[src/scan_port_defs.svh]
// constants for the test access port: instructions, widths, lengths
`ifndef SCAN_PORT_DEFS_SVH
`define SCAN_PORT_DEFS_SVH
`define IR_WIDTH        4
`define INSTR_EXTEST    4'h0
`define INSTR_SAMPLE    4'h2
`define INSTR_IDCODE    4'h1
`define INSTR_ISPENTER  4'h8
`define INSTR_ISPWRITE  4'h9
`define INSTR_ISPEXIT   4'ha
`define INSTR_BYPASS    4'hf
`define IR_CAPTURE      4'h1
`define ID_WIDTH        32
`define ID_DEFAULT      32'h1234_5001
`define PROG_WIDTH      32
`define PROG_ERASED     32'hffff_ffff
`endif

[src/scan_port_pkg.sv]
// types shared by the test access port design
package scan_port_pkg;
  typedef enum logic [3:0] {
    TEST_RESET, RUN_IDLE, SEL_DR, CAP_DR, SHIFT_DR, EXIT1_DR, PAUSE_DR,
    EXIT2_DR, UPD_DR, SEL_IR, CAP_IR, SHIFT_IR, EXIT1_IR, PAUSE_IR,
    EXIT2_IR, UPD_IR
  } tap_state_e;
endpackage

[src/pin_scan_cell.sv]
// one boundary cell: capture stages in the chain plus update stages
`timescale 1ns/1ps
module pin_scan_cell (
  input  wire logic clk,
  input  wire logic reset_n,
  input  wire logic captureEn,
  input  wire logic shiftEn,
  input  wire logic updateEn,
  input  wire logic isMacrocell,
  input  wire logic serialIn,
  input  wire logic pinIn,
  input  wire logic coreOut,
  input  wire logic coreOe,
  output logic      serialOut,
  output logic      updData_q,
  output logic      updOe_q
);
  logic capIn_q;
  logic capOut_q;
  logic capOe_q;

  // three capture stages chained oe -> out -> in
  always_ff @(posedge clk) begin
    if (!reset_n) begin
      capIn_q  <= 1'b0;
      capOut_q <= 1'b0;
      capOe_q  <= 1'b0;
    end else if (captureEn) begin
      capIn_q  <= pinIn;
      capOut_q <= coreOut;
      capOe_q  <= isMacrocell ? 1'b0 : coreOe;
    end else if (shiftEn) begin
      capOe_q  <= serialIn;
      capOut_q <= capOe_q;
      capIn_q  <= capOut_q;
    end
  end
  assign serialOut = capIn_q;

  // update stages; macrocell cells keep only the data stage
  always_ff @(posedge clk) begin
    if (!reset_n) begin
      updData_q <= 1'b0;
      updOe_q   <= 1'b0;
    end else if (updateEn) begin
      updData_q <= capOut_q;
      updOe_q   <= isMacrocell ? 1'b0 : capOe_q;
    end
  end
endmodule // pin_scan_cell

[src/scan_tap_port.sv]
// test access port with boundary chain, id, bypass and programming path
//
// Behaviour
// [RULE_01] There is no test reset pin; the controller enters its reset state at power-up reset.
// [RULE_02] The port decodes sample/preload, extest, bypass and idcode instructions.
// [RULE_03] Every input and I/O pin owns its own boundary cell.
// [RULE_04] The chain length follows the bonded count of up to 96 I/O and four inputs.
// [RULE_05] Each cell has three capture stages and up to two update stages.
// [RULE_06] Pin cells and macrocell cells are two variants of the cell.
// [RULE_07] Cells chain through their capture stages from tdi to tdo.
// [RULE_08] Capture stages sample signals, shift serially and load update stages.
// [RULE_09] Capture, shift and update strobes are made inside by the controller.
// [RULE_10] The part is programmed through the four port pins with a scan-style sequence.
// [RULE_11] When the port option is off the four pins are ordinary user I/O.
// [RULE_12] An interrupted programming run locks the part and floats all pins. The code still drives tdo in the shift states while locked.
// [RULE_13] With the keeper option pins hold their last driven level during programming.
// [RULE_14] The programming store comes out of reset erased.
// [RULE_15] The controller walks the sixteen-state machine on test clock rising edges.
// [RULE_16] Bypass selects a one-bit register and idcode a 32-bit register.
`timescale 1ns/1ps
`include "scan_port_defs.svh"
module scan_tap_port
  import scan_port_pkg::*;
#(
  parameter int NUM_IO    = 96,
  parameter int NUM_IN    = 4,
  parameter int NUM_MC    = 8,
  parameter logic [31:0] ID_CODE = `ID_DEFAULT // arbitrary value
) (
  input  wire logic                 clk,
  input  wire logic                 reset_n,
  input  wire logic                 portEnable,
  input  wire logic                 keeperEnable,
  input  wire logic                 tck,
  input  wire logic                 tms,
  input  wire logic                 tdi,
  output logic                      tdo,
  output logic                      tdoOe,
  input  wire logic [3:0]           portPinIn,
  output logic [3:0]                portPinOut,
  output logic [3:0]                portPinOe,
  input  wire logic [3:0]           userPortOut,
  input  wire logic [3:0]           userPortOe,
  output logic [3:0]                userPortIn,
  input  wire logic [NUM_IO-1:0]    ioPinIn,
  output logic [NUM_IO-1:0]         ioPinOut,
  output logic [NUM_IO-1:0]         ioPinOe,
  input  wire logic [NUM_IO-1:0]    coreIoOut,
  input  wire logic [NUM_IO-1:0]    coreIoOe,
  input  wire logic [NUM_IN-1:0]    inPin,
  input  wire logic [NUM_MC-1:0]    macroOut,
  output logic [NUM_IO+NUM_IN-1:0]  coreIn,
  output logic                      progLocked,
  output logic [`PROG_WIDTH-1:0]    progData
);
  localparam int CHAIN = NUM_IO + NUM_IN + NUM_MC;

  // ---------------------------------------------------------------
  // pin synchronisers
  // ---------------------------------------------------------------
  logic [7:0] pinSync1_q;
  logic [7:0] pinSync2_q;
  logic       tckLast_q;
  logic [NUM_IO+NUM_IN-1:0] bndSync1_q;
  logic [NUM_IO+NUM_IN-1:0] bndSync2_q;
  wire  [3:0] portRaw = {tck, tms, tdi, 1'b0};
  // test clock only counts while the port option is on
  wire tckS   = pinSync2_q[3] & portEnable;
  wire tmsS   = pinSync2_q[2];
  wire tdiS   = pinSync2_q[1];

  // two flops on test pins, user pins and boundary pins
  always_ff @(posedge clk) begin
    if (!reset_n) begin
      pinSync1_q <= 8'h0;
      pinSync2_q <= 8'h0;
      tckLast_q  <= 1'b0;
      bndSync1_q <= '0;
      bndSync2_q <= '0;
    end else begin
      pinSync1_q <= {portPinIn, portRaw};
      pinSync2_q <= pinSync1_q;
      tckLast_q  <= tckS;
      bndSync1_q <= {inPin, ioPinIn};
      bndSync2_q <= bndSync1_q;
    end
  end
  wire tckRise = tckS & ~tckLast_q; // RULE_15
  wire tckFall = ~tckS & tckLast_q;

  // ---------------------------------------------------------------
  // controller state machine
  // ---------------------------------------------------------------
  tap_state_e state_q;
  tap_state_e state_d;

  // next state from tms
  always_comb begin
    state_d = state_q;
    case (state_q)
      TEST_RESET: state_d = tmsS ? TEST_RESET : RUN_IDLE;
      RUN_IDLE:   state_d = tmsS ? SEL_DR : RUN_IDLE;
      SEL_DR:     state_d = tmsS ? SEL_IR : CAP_DR;
      CAP_DR:     state_d = tmsS ? EXIT1_DR : SHIFT_DR;
      SHIFT_DR:   state_d = tmsS ? EXIT1_DR : SHIFT_DR;
      EXIT1_DR:   state_d = tmsS ? UPD_DR : PAUSE_DR;
      PAUSE_DR:   state_d = tmsS ? EXIT2_DR : PAUSE_DR;
      EXIT2_DR:   state_d = tmsS ? UPD_DR : SHIFT_DR;
      UPD_DR:     state_d = tmsS ? SEL_DR : RUN_IDLE;
      SEL_IR:     state_d = tmsS ? TEST_RESET : CAP_IR;
      CAP_IR:     state_d = tmsS ? EXIT1_IR : SHIFT_IR;
      SHIFT_IR:   state_d = tmsS ? EXIT1_IR : SHIFT_IR;
      EXIT1_IR:   state_d = tmsS ? UPD_IR : PAUSE_IR;
      PAUSE_IR:   state_d = tmsS ? EXIT2_IR : PAUSE_IR;
      EXIT2_IR:   state_d = tmsS ? UPD_IR : SHIFT_IR;
      UPD_IR:     state_d = tmsS ? SEL_DR : RUN_IDLE;
      default:    state_d = TEST_RESET;
    endcase
  end

  // reset is the power-up reset, no test reset pin
  always_ff @(posedge clk) begin
    if (!reset_n) state_q <= TEST_RESET; // RULE_01
    else if (tckRise) state_q <= state_d; // RULE_15
  end

  // ---------------------------------------------------------------
  // strobes and instruction decode
  // ---------------------------------------------------------------
  wire capDr   = tckRise & (state_q == CAP_DR); // RULE_09
  wire shDr    = tckRise & (state_q == SHIFT_DR);
  wire updDr   = tckRise & (state_q == UPD_DR);
  wire capIr   = tckRise & (state_q == CAP_IR);
  wire shIr    = tckRise & (state_q == SHIFT_IR);
  wire updIr   = tckRise & (state_q == UPD_IR);

  logic [`IR_WIDTH-1:0] irShift_q;
  logic [`IR_WIDTH-1:0] ir_q;
  wire selExtest = (ir_q == `INSTR_EXTEST); // RULE_02
  wire selSample = (ir_q == `INSTR_SAMPLE);
  wire selId     = (ir_q == `INSTR_IDCODE);
  wire selPwr    = (ir_q == `INSTR_ISPWRITE);
  wire selBound  = selExtest | selSample;
  wire selBypass = ~(selBound | selId | selPwr); // RULE_16

  // instruction register, idcode after reset
  always_ff @(posedge clk) begin
    if (!reset_n) begin
      irShift_q <= '0;
      ir_q      <= `INSTR_IDCODE;
    end else if (state_q == TEST_RESET) begin
      ir_q      <= `INSTR_IDCODE;
    end else if (capIr) begin
      irShift_q <= `IR_CAPTURE;
    end else if (shIr) begin
      irShift_q <= {tdiS, irShift_q[`IR_WIDTH-1:1]};
    end else if (updIr) begin
      ir_q      <= irShift_q;
    end
  end

  // ---------------------------------------------------------------
  // bypass, id and programming data registers
  // ---------------------------------------------------------------
  logic                   bypass_q;
  logic [`ID_WIDTH-1:0]   id_q;
  logic [`PROG_WIDTH-1:0] progShift_q;
  logic                   inProg_q;
  logic                   progDone_q;

  // bypass and id shift paths
  always_ff @(posedge clk) begin
    if (!reset_n) begin
      bypass_q <= 1'b0;
      id_q     <= '0;
    end else begin
      if (capDr & selBypass) bypass_q <= 1'b0; // RULE_16
      else if (shDr & selBypass) bypass_q <= tdiS;
      if (capDr & selId) id_q <= ID_CODE; // RULE_16
      else if (shDr & selId) id_q <= {tdiS, id_q[`ID_WIDTH-1:1]};
    end
  end

  // programming store starts erased, enter/exit bracket a run
  always_ff @(posedge clk) begin
    if (!reset_n) begin
      progShift_q <= '0;
      progData    <= `PROG_ERASED; // RULE_14
      inProg_q    <= 1'b0;
      progDone_q  <= 1'b1;
    end else begin
      if (shDr & selPwr) progShift_q <= {tdiS, progShift_q[`PROG_WIDTH-1:1]};
      if (updDr & selPwr) progData <= progShift_q; // RULE_10
      if (updIr & (irShift_q == `INSTR_ISPENTER)) begin
        inProg_q   <= 1'b1;
        progDone_q <= 1'b0;
      end else if (updIr & (irShift_q == `INSTR_ISPEXIT)) begin
        inProg_q   <= 1'b0;
        progDone_q <= 1'b1;
      end else if (state_q == TEST_RESET) begin
        inProg_q   <= 1'b0; // abandoned run leaves progDone_q low
      end
    end
  end
  // locked when a run began and was never closed
  assign progLocked = ~progDone_q & ~inProg_q; // RULE_12

  // ---------------------------------------------------------------
  // boundary chain
  // ---------------------------------------------------------------
  logic [CHAIN:0]   chain;
  logic [CHAIN-1:0] updData;
  logic [CHAIN-1:0] updOe;
  wire  [CHAIN-1:0] cellPin  = {macroOut, bndSync2_q};
  wire  [CHAIN-1:0] cellCore = {macroOut, {NUM_IN{1'b0}}, coreIoOut};
  wire  [CHAIN-1:0] cellOe   = {{NUM_MC + NUM_IN{1'b0}}, coreIoOe};
  assign chain[0] = tdiS; // RULE_07

  // one cell per pin, macrocell variant past the pins
  for (genvar i = 0; i < CHAIN; i++) begin : g_cell // RULE_03 RULE_04
    pin_scan_cell u_cell (
      .clk         (clk),
      .reset_n     (reset_n),
      .captureEn   (capDr & selBound), // RULE_08
      .shiftEn     (shDr & selBound),
      .updateEn    (updDr & selBound),
      .isMacrocell (i >= NUM_IO + NUM_IN), // RULE_06
      .serialIn    (chain[i]),
      .pinIn       (cellPin[i]),
      .coreOut     (cellCore[i]),
      .coreOe      (cellOe[i]),
      .serialOut   (chain[i+1]), // RULE_05
      .updData_q   (updData[i]),
      .updOe_q     (updOe[i])
    );
  end

  // ---------------------------------------------------------------
  // pin muxing and tdo
  // ---------------------------------------------------------------
  logic [NUM_IO-1:0] keepVal_q;
  wire holdPins = inProg_q & keeperEnable; // RULE_13

  // remember last driven level for the keeper
  always_ff @(posedge clk) begin
    if (!reset_n) keepVal_q <= '0;
    else if (!inProg_q) keepVal_q <= ioPinOut;
  end

  assign ioPinOut = holdPins ? keepVal_q :
                    selExtest ? updData[NUM_IO-1:0] : coreIoOut;
  assign ioPinOe  = progLocked ? '0 : holdPins ? '1 : // RULE_12
                    selExtest ? updOe[NUM_IO-1:0] : coreIoOe;
  assign coreIn   = progLocked ? '0 : bndSync2_q;

  logic tdo_q;
  logic tdoOe_q;
  wire  shiftNow = (state_q == SHIFT_DR) | (state_q == SHIFT_IR);
  wire  tdoSel   = (state_q == SHIFT_IR) ? irShift_q[0] :
                   selBound ? chain[CHAIN] : selId ? id_q[0] :
                   selPwr ? progShift_q[0] : bypass_q;

  // tdo changes on falling test clock
  always_ff @(posedge clk) begin
    if (!reset_n) begin
      tdo_q   <= 1'b0;
      tdoOe_q <= 1'b0;
    end else if (tckFall) begin
      tdo_q   <= tdoSel;
      tdoOe_q <= shiftNow;
    end
  end
  assign tdo   = tdo_q;
  assign tdoOe = tdoOe_q & portEnable;

  // port pins are user I/O when the port option is off
  assign portPinOut = portEnable ? 4'h0 : userPortOut; // RULE_11
  assign portPinOe  = (portEnable | progLocked) ? 4'h0 : userPortOe;
  assign userPortIn = portEnable ? 4'h0 : pinSync2_q[7:4]; // RULE_11
endmodule // scan_tap_port

[config.mk]
export PLATFORM = sky130hd
export DESIGN_NAME = scan_tap_port
export DESIGN_NICKNAME = d
export VERILOG_FILES = /design/src/scan_port_pkg.sv /design/src/pin_scan_cell.sv /design/src/scan_tap_port.sv
export VERILOG_INCLUDE_DIRS = /design/src
export SDC_FILE = /design/constraint.sdc
export NUM_CORES = 2
export LEC_CHECK = 0
export CAP_MARGIN = 20
export CELL_PAD_IN_SITES_DETAIL_PLACEMENT = 1
export CELL_PAD_IN_SITES_GLOBAL_PLACEMENT = 2
export CORE_MARGIN = 10
export CORE_UTILIZATION = 37
export CTS_BUF_LIST = sky130_fd_sc_hd__clkbuf_8 sky130_fd_sc_hd__clkbuf_16
export DETAILED_ROUTE_END_ITERATION = 8
export DONT_BUFFER_PORTS = 1
export PLACE_DENSITY_LB_ADDON = 0.15
export SYNTH_ARGS = -nofsm -noshare
export SYNTH_HDL_FRONTEND = slang
export SYNTH_SLANG_ARGS = --single-unit
[constraint.sdc]
create_clock -name clk -period 2.75 [get_ports clk]
set_input_delay 0.1375 -clock clk [delete_from_list [all_inputs] [get_ports clk]]
set_output_delay 0.1375 -clock clk [all_outputs]
set_load 0.01 [all_outputs]
# Word-level counts from Yosys, hierarchy flattened
# Index checks and enable logic that the tools add are counted.
dict set report op_classes {
  eq_ne 20
  muxes 651
  bitwise 37
  reduce_logical 16
}
# op count
set op_table {}
lappend op_table {{$mux 1} 628}
lappend op_table {{$mux 96} 5}
lappend op_table {{$mux 100} 1}
lappend op_table {{$mux 29} 2}
lappend op_table {{$pmux 4 s12} 1}
lappend op_table {{$eq 4x4->1 const B} 11}
lappend op_table {{$mux 4} 9}
lappend op_table {{$and 1x1->1} 23}
lappend op_table {{$eq 4x3->1 const B} 4}
lappend op_table {{$eq 4x2->1 const B} 3}
lappend op_table {{$reduce_or 2->1} 6}
lappend op_table {{$not 1->1} 9}
lappend op_table {{$eq 4x1->1 const B} 2}
lappend op_table {{$logic_not 4->1} 2}
lappend op_table {{$reduce_bool 2->1} 4}
lappend op_table {{$mux 2} 3}
lappend op_table {{$mux 3} 2}
lappend op_table {{$or 1x1->1} 5}
lappend op_table {{$reduce_and 3->1} 1}
lappend op_table {{$reduce_bool 3->1} 1}
lappend op_table {{$reduce_or 3->1} 1}
lappend op_table {{$reduce_and 2->1} 1}
dict set report word_totals {
  regBits 942
  input_bits 319
  output_inout_bits 339
  elab_cells 1259
}

# Logic depth before layout (Yosys ltp)
dict set report logic_depth {
  ltp_word 7
  ltp_mapped 8
  mapped_depth_nobuf 4
}

# By module
# A second synthesis with hierarchy kept.
dict set report hier_totals {
  hier_cells 4542
  hier_area_um2 40184.8
}
# mod n_inst cells_each area_each_um2 seq_area_each_um2
set modules_own_cells {}
lappend modules_own_cells {pin_scan_cell 108 22 209.0 100.1}
lappend modules_own_cells {scan_tap_port 1 2166 17618.1 8488.1}

# Worst setup path after synthesis
# OpenSTA, ideal clock, no wires.
dict set report synth_path {
  path_kind {register -> output}
  from {reg ir_q[3]}
  to {out ioPinOe[10]}
  arrival_time_ns 2.080
  required_ns 2.612
  slack_ns 0.533
  stages_incl_launch_ff 8
  path_buffers 4
  cell_sequence {dfxtp_1 clkbuf_1 nor4_1 clkbuf_1 buf_1 clkbuf_1 nand2_1 a31oi_1}
}
dict set report synth_via {
  elab_chain_len 4
}
# item line_no
set synth_lines {}
lappend synth_lines {{start, declared} scan_tap_port.sv:138} ;# logic [`IR_WIDTH-1:0] ir_q;
lappend synth_lines {{start signal, assigned} scan_tap_port.sv:150} ;# ir_q <= `INSTR_IDCODE;
lappend synth_lines {{start signal, assigned} scan_tap_port.sv:152} ;# ir_q <= `INSTR_IDCODE;
lappend synth_lines {{start signal, assigned} scan_tap_port.sv:158} ;# ir_q <= irShift_q;
lappend synth_lines {{$logic_not 4->1 (no line)} --}
lappend synth_lines {{$mux 96} scan_tap_port.sv:253} ;# selExtest ? updOe[NUM_IO-1:0] : coreIoOe;
lappend synth_lines {{$mux 96 (2 in series)} scan_tap_port.sv:252} ;# assign ioPinOe = progLocked ? '0 : holdPins ? '1 :
lappend synth_lines {{end, declared} scan_tap_port.sv:47} ;# output logic [NUM_IO-1:0] ioPinOe,
# No other way between the ends.

# Worst setup path after layout
dict set report layout_path {
  from {reg ir_q[0]}
  to {out ioPinOut[57]}
}
dict set report layout_via {
  elab_chain_len 3
}
# item line_no
set layout_lines {}
lappend layout_lines {{$logic_not 4->1 (no line)} --}
lappend layout_lines {{$mux 96} scan_tap_port.sv:251} ;# selExtest ? updData[NUM_IO-1:0] : coreIoOut;
lappend layout_lines {{$mux 96} scan_tap_port.sv:250} ;# assign ioPinOut = holdPins ? keepVal_q :
lappend layout_lines {{end, declared} scan_tap_port.sv:46} ;# output logic [NUM_IO-1:0] ioPinOut,
# No other way between the ends.

==> run metrics <==
status finished, final reports clean; area used by sequential logic in the layout between 0.015 and 0.02 mm²; layout cells sized above 1 9.711%; Final Setup Violations 0; via count of the first global-routing pass 35604; Tightest Hold Check Type in -> reg; horizontal die dimension 339.5 µm; antenna violations before repair 29; wire length of the first global-routing pass 226400 µm; number of maximum-capacitance constraint violations 0; number of flops mapped to enable cells by yosys 0; sequential fraction of the synthesis area 49.84%; HPWL Detailed around 91000 µm; Critical Path Source Type flip-flop; count of buffers from port buffering 0; Std-Cell Core Area 0.1016 mm²; netlist area before placement ~0.038 mm²; arrival time of data at the critical path endpoint 2.56 ns; Worst Hold Slack 0.05940 ns; power per standard cell area roughly 630 mW/mm²; Iteration-0 DRC Markers around 2000; overall overflow remaining after global route 0; hold path endpoint progData[30]; CTS Buf Count 106; unique cell type count in the Yosys netlist 51; total count of max-transition violations in the final report 0; worst r2r src pinSync2_q[3]; area of all placed cells without fillers 0.04858 mm²; die height roughly 340 µm; antenna-violating nets left 0; total wire length 149700 µm; VDD IR max a little under 600 µV; Critical Path RT 2.61 ns; clock edge transition at the registers on the reported setup and hold paths 0.06 ns; vias per cell 5.349; count of yosys warnings during synthesis 0; ys async rst share 0%; area added between synthesis and finish 28.66%; CTS sink count 940; Pleak 16.68 nW; r2r setup slk 0.17 ns; actual transition at the worst max-transition pin between 1 and 1.5 ns; post-synthesis net count 5070; vias after detailed routing 34777; RSZ-0062 raised after global routing yes; number of cells on the worst reg-to-reg path 6; initial cell density of the core 37.16%; area of the die 0.1152 mm²; CTS tree built; GR Util All Layers ~25%; post-synthesis average cell area between 7 and 8 µm²; Worst setup EP type output pin; capturing point of the worst reg2reg path progDone_q; Placed Area 0.03950 mm²; number of flip-flops and latches in the synthesized netlist 940; Period minus WS final 2.698 ns; footprint of the multi-input gates about 0.018 mm²; Final period util a little over nine tenths; Avg WL per Cell 23.03 µm; worst clock skew 0.01852 ns; detailed-routing iteration count for the pre-antenna-repair pass 5; critical path peak fanout 8; relative max-transition margin 17.25%; number of nets at the end of the flow 5349; count of cells along the worst hold path 2; clock buffer depth 3; Total Power Consumption 30.38 mW; cell count after synthesis ~4800; startpoint of the most critical hold path reset_n; FP Rows approximately 120; maximum clock rate 370.7 MHz; Fillers roughly 12000; H-Tree Level Count 3; Root Buffer clkbuf_16; largest net degree at the start of global routing ~200; RePlAce Congestion 0.7707; number of failing hold endpoints at the final stage 0; # DRC 0; number of primary I/O pins approximately 660; Worst Path Class, Setup reg -> out; Placed Instances ~5800; Final Non-Filler Cells 6501; source-to-sink clock delay at the later pin of the worst-skew pair 0.70 ns; Most used DFF post-synth dfxtp_1
-- what timing repair did --
item | 4_1_cts | 5_1_grt
cloned | 6 | 2
endpoints found under the setup margin | 144 | 107
pin swaps | 1 | 3
hold buffers | 432 | 0
resized for setup | 124 | 55
setup buffers | 0 | 2
endpoints found under the hold margin | 622 | 0
-- placed cells by master (no fill, tap or decap), drive strengths merged, types with 99 or more instances in the layout --
| cell | n |
|---|---|
| nand2 | 1421 |
| dfxtp | 940 |
| nor2 | 523 |
| dlygate4sd3 | 431 |
| a21oi | 310 |
| a311oi | 309 |
| and2 | 216 |
| buf | 157 |
| clkbuf | 136 |
| nor2b | 110 |
| mux2i | 101 |
| a31oi | 99 |
-- area by class of cell --
type,count,area share [%]
sequential,940,38.77
multi-input combinational,3383,37.14
timing repair buffer,595,12.96
clock buffer,134,6.300
tap,1368,3.523
clock inverter,62,1.185
antenna,15,0.07727
inverter,4,0.04636
-- cell usage after synthesis (2+ instances only) --
cell type  number  area [µm²]
a21o_1          2       15.01
or3_1           2       12.51
buf_2          77       385.4
o21a_1         98       735.7
nand2b_1        2       12.51
nor4_1          2       12.51
mux2i_1       101        1011
a2111oi_0       2       17.52
nand4_1         3       18.77
buf_4           2       15.01
a311oi_1      309        2706
nand2_1      1421        5334
a22oi_1         4       30.03
a22o_1         24       210.2
o211ai_1        2       15.01
nand3b_1        2       15.01
and3_1          2       12.51
buf_1          10       37.54
a221oi_1        3       26.28
or3b_2          2       17.52
and2_1        216        1351
o21ai_0        39       195.2
nor3_1          5       25.02
o31ai_1         2       15.01
o22ai_1         8       50.05
inv_1           3       11.26
a21oi_1       310        1551
nor2_1        521        1956
a31oi_1        99       619.3
nor2b_1       110       688.2
clkbuf_1      335        1257
dfxtp_1       940       18820
nor4b_1         3       26.28
nand3_1        66       330.3
nor3b_1         8       60.06
-- sequential cells by signal (all words and copies together) (netlist names), 4 cells and up --
signal and flops:
bndSync1_q 100, bndSync2_q 100, g_cell.u_cell.capOe_q 108, g_cell.u_cell.capOut_q 108
g_cell.u_cell.serialOut 108, g_cell.u_cell.updData_q 96, g_cell.u_cell.updOe_q 96, id_q 32
irShift_q 4, ir_q 4, keepVal_q 96, pinSync1_q 7
pinSync2_q 7, progData 32, progShift_q 32, state_q 4
-- metrics by stage --
stage	util, %	setup WS, ns	TNS [ns]
floorplan	-	0.5329	0
global placement	38.88	0.3697	0
detailed placement	38.88	0.3390	0
CTS	47.47	-0.04624	-0.3648
global route	47.81	-0.05601	-0.1975
finish	47.82	0.05231	0
-- power breakdown --
group / switching, mW / total (mW) / internal [mW]
combinational: 0.877 / 1.66 / 0.785
clock: 6.01 / 14.8 / 8.74
sequential: 0.126 / 14.0 / 13.8
-- metal layers --
metal / vias up / track usage (%) / part of all wire [%]
li1: 16521 / - / -
met1: 17217 / 31.39 / 44
met2: 779 / 41.07 / 47
met3: 242 / 5.768 / 5.7
met4: 18 / 8.637 / 3.3
met5: - / 0 / 0.069
-- worst max-delay path: stages, from the launching register on --
cell and delay [ns]:
dfxtp_4 0.37, nor4_4 0.29, buf_6 0.24, bufbuf_16 0.32, mux2i_4 0.35, a21oi_2 0.11, buf_4 0.17
-- kinds of logic after synthesis --
group	Yosys count	share of synthesized area, %
AND/OR/NAND/NOR	2373	26.34
flip-flops	940	49.84
AO/OA/AOI/OAI	908	16.59
buffers and inverters	428	4.530
multiplexers	102	2.707
-- worst max path at each step --
stage                    start            to  cells past startpoint
global placement    state_q[0]       id_q[9]                      5
finish                 ir_q[0]  ioPinOut[57]                      6
detailed placement  state_q[0]      id_q[17]                      5
global route           ir_q[0]   ioPinOut[6]                      6
CTS                    ir_q[3]  ioPinOut[70]                      6
floorplan              ir_q[3]   ioPinOe[10]                      7
(Power assumes the default switching activity.)
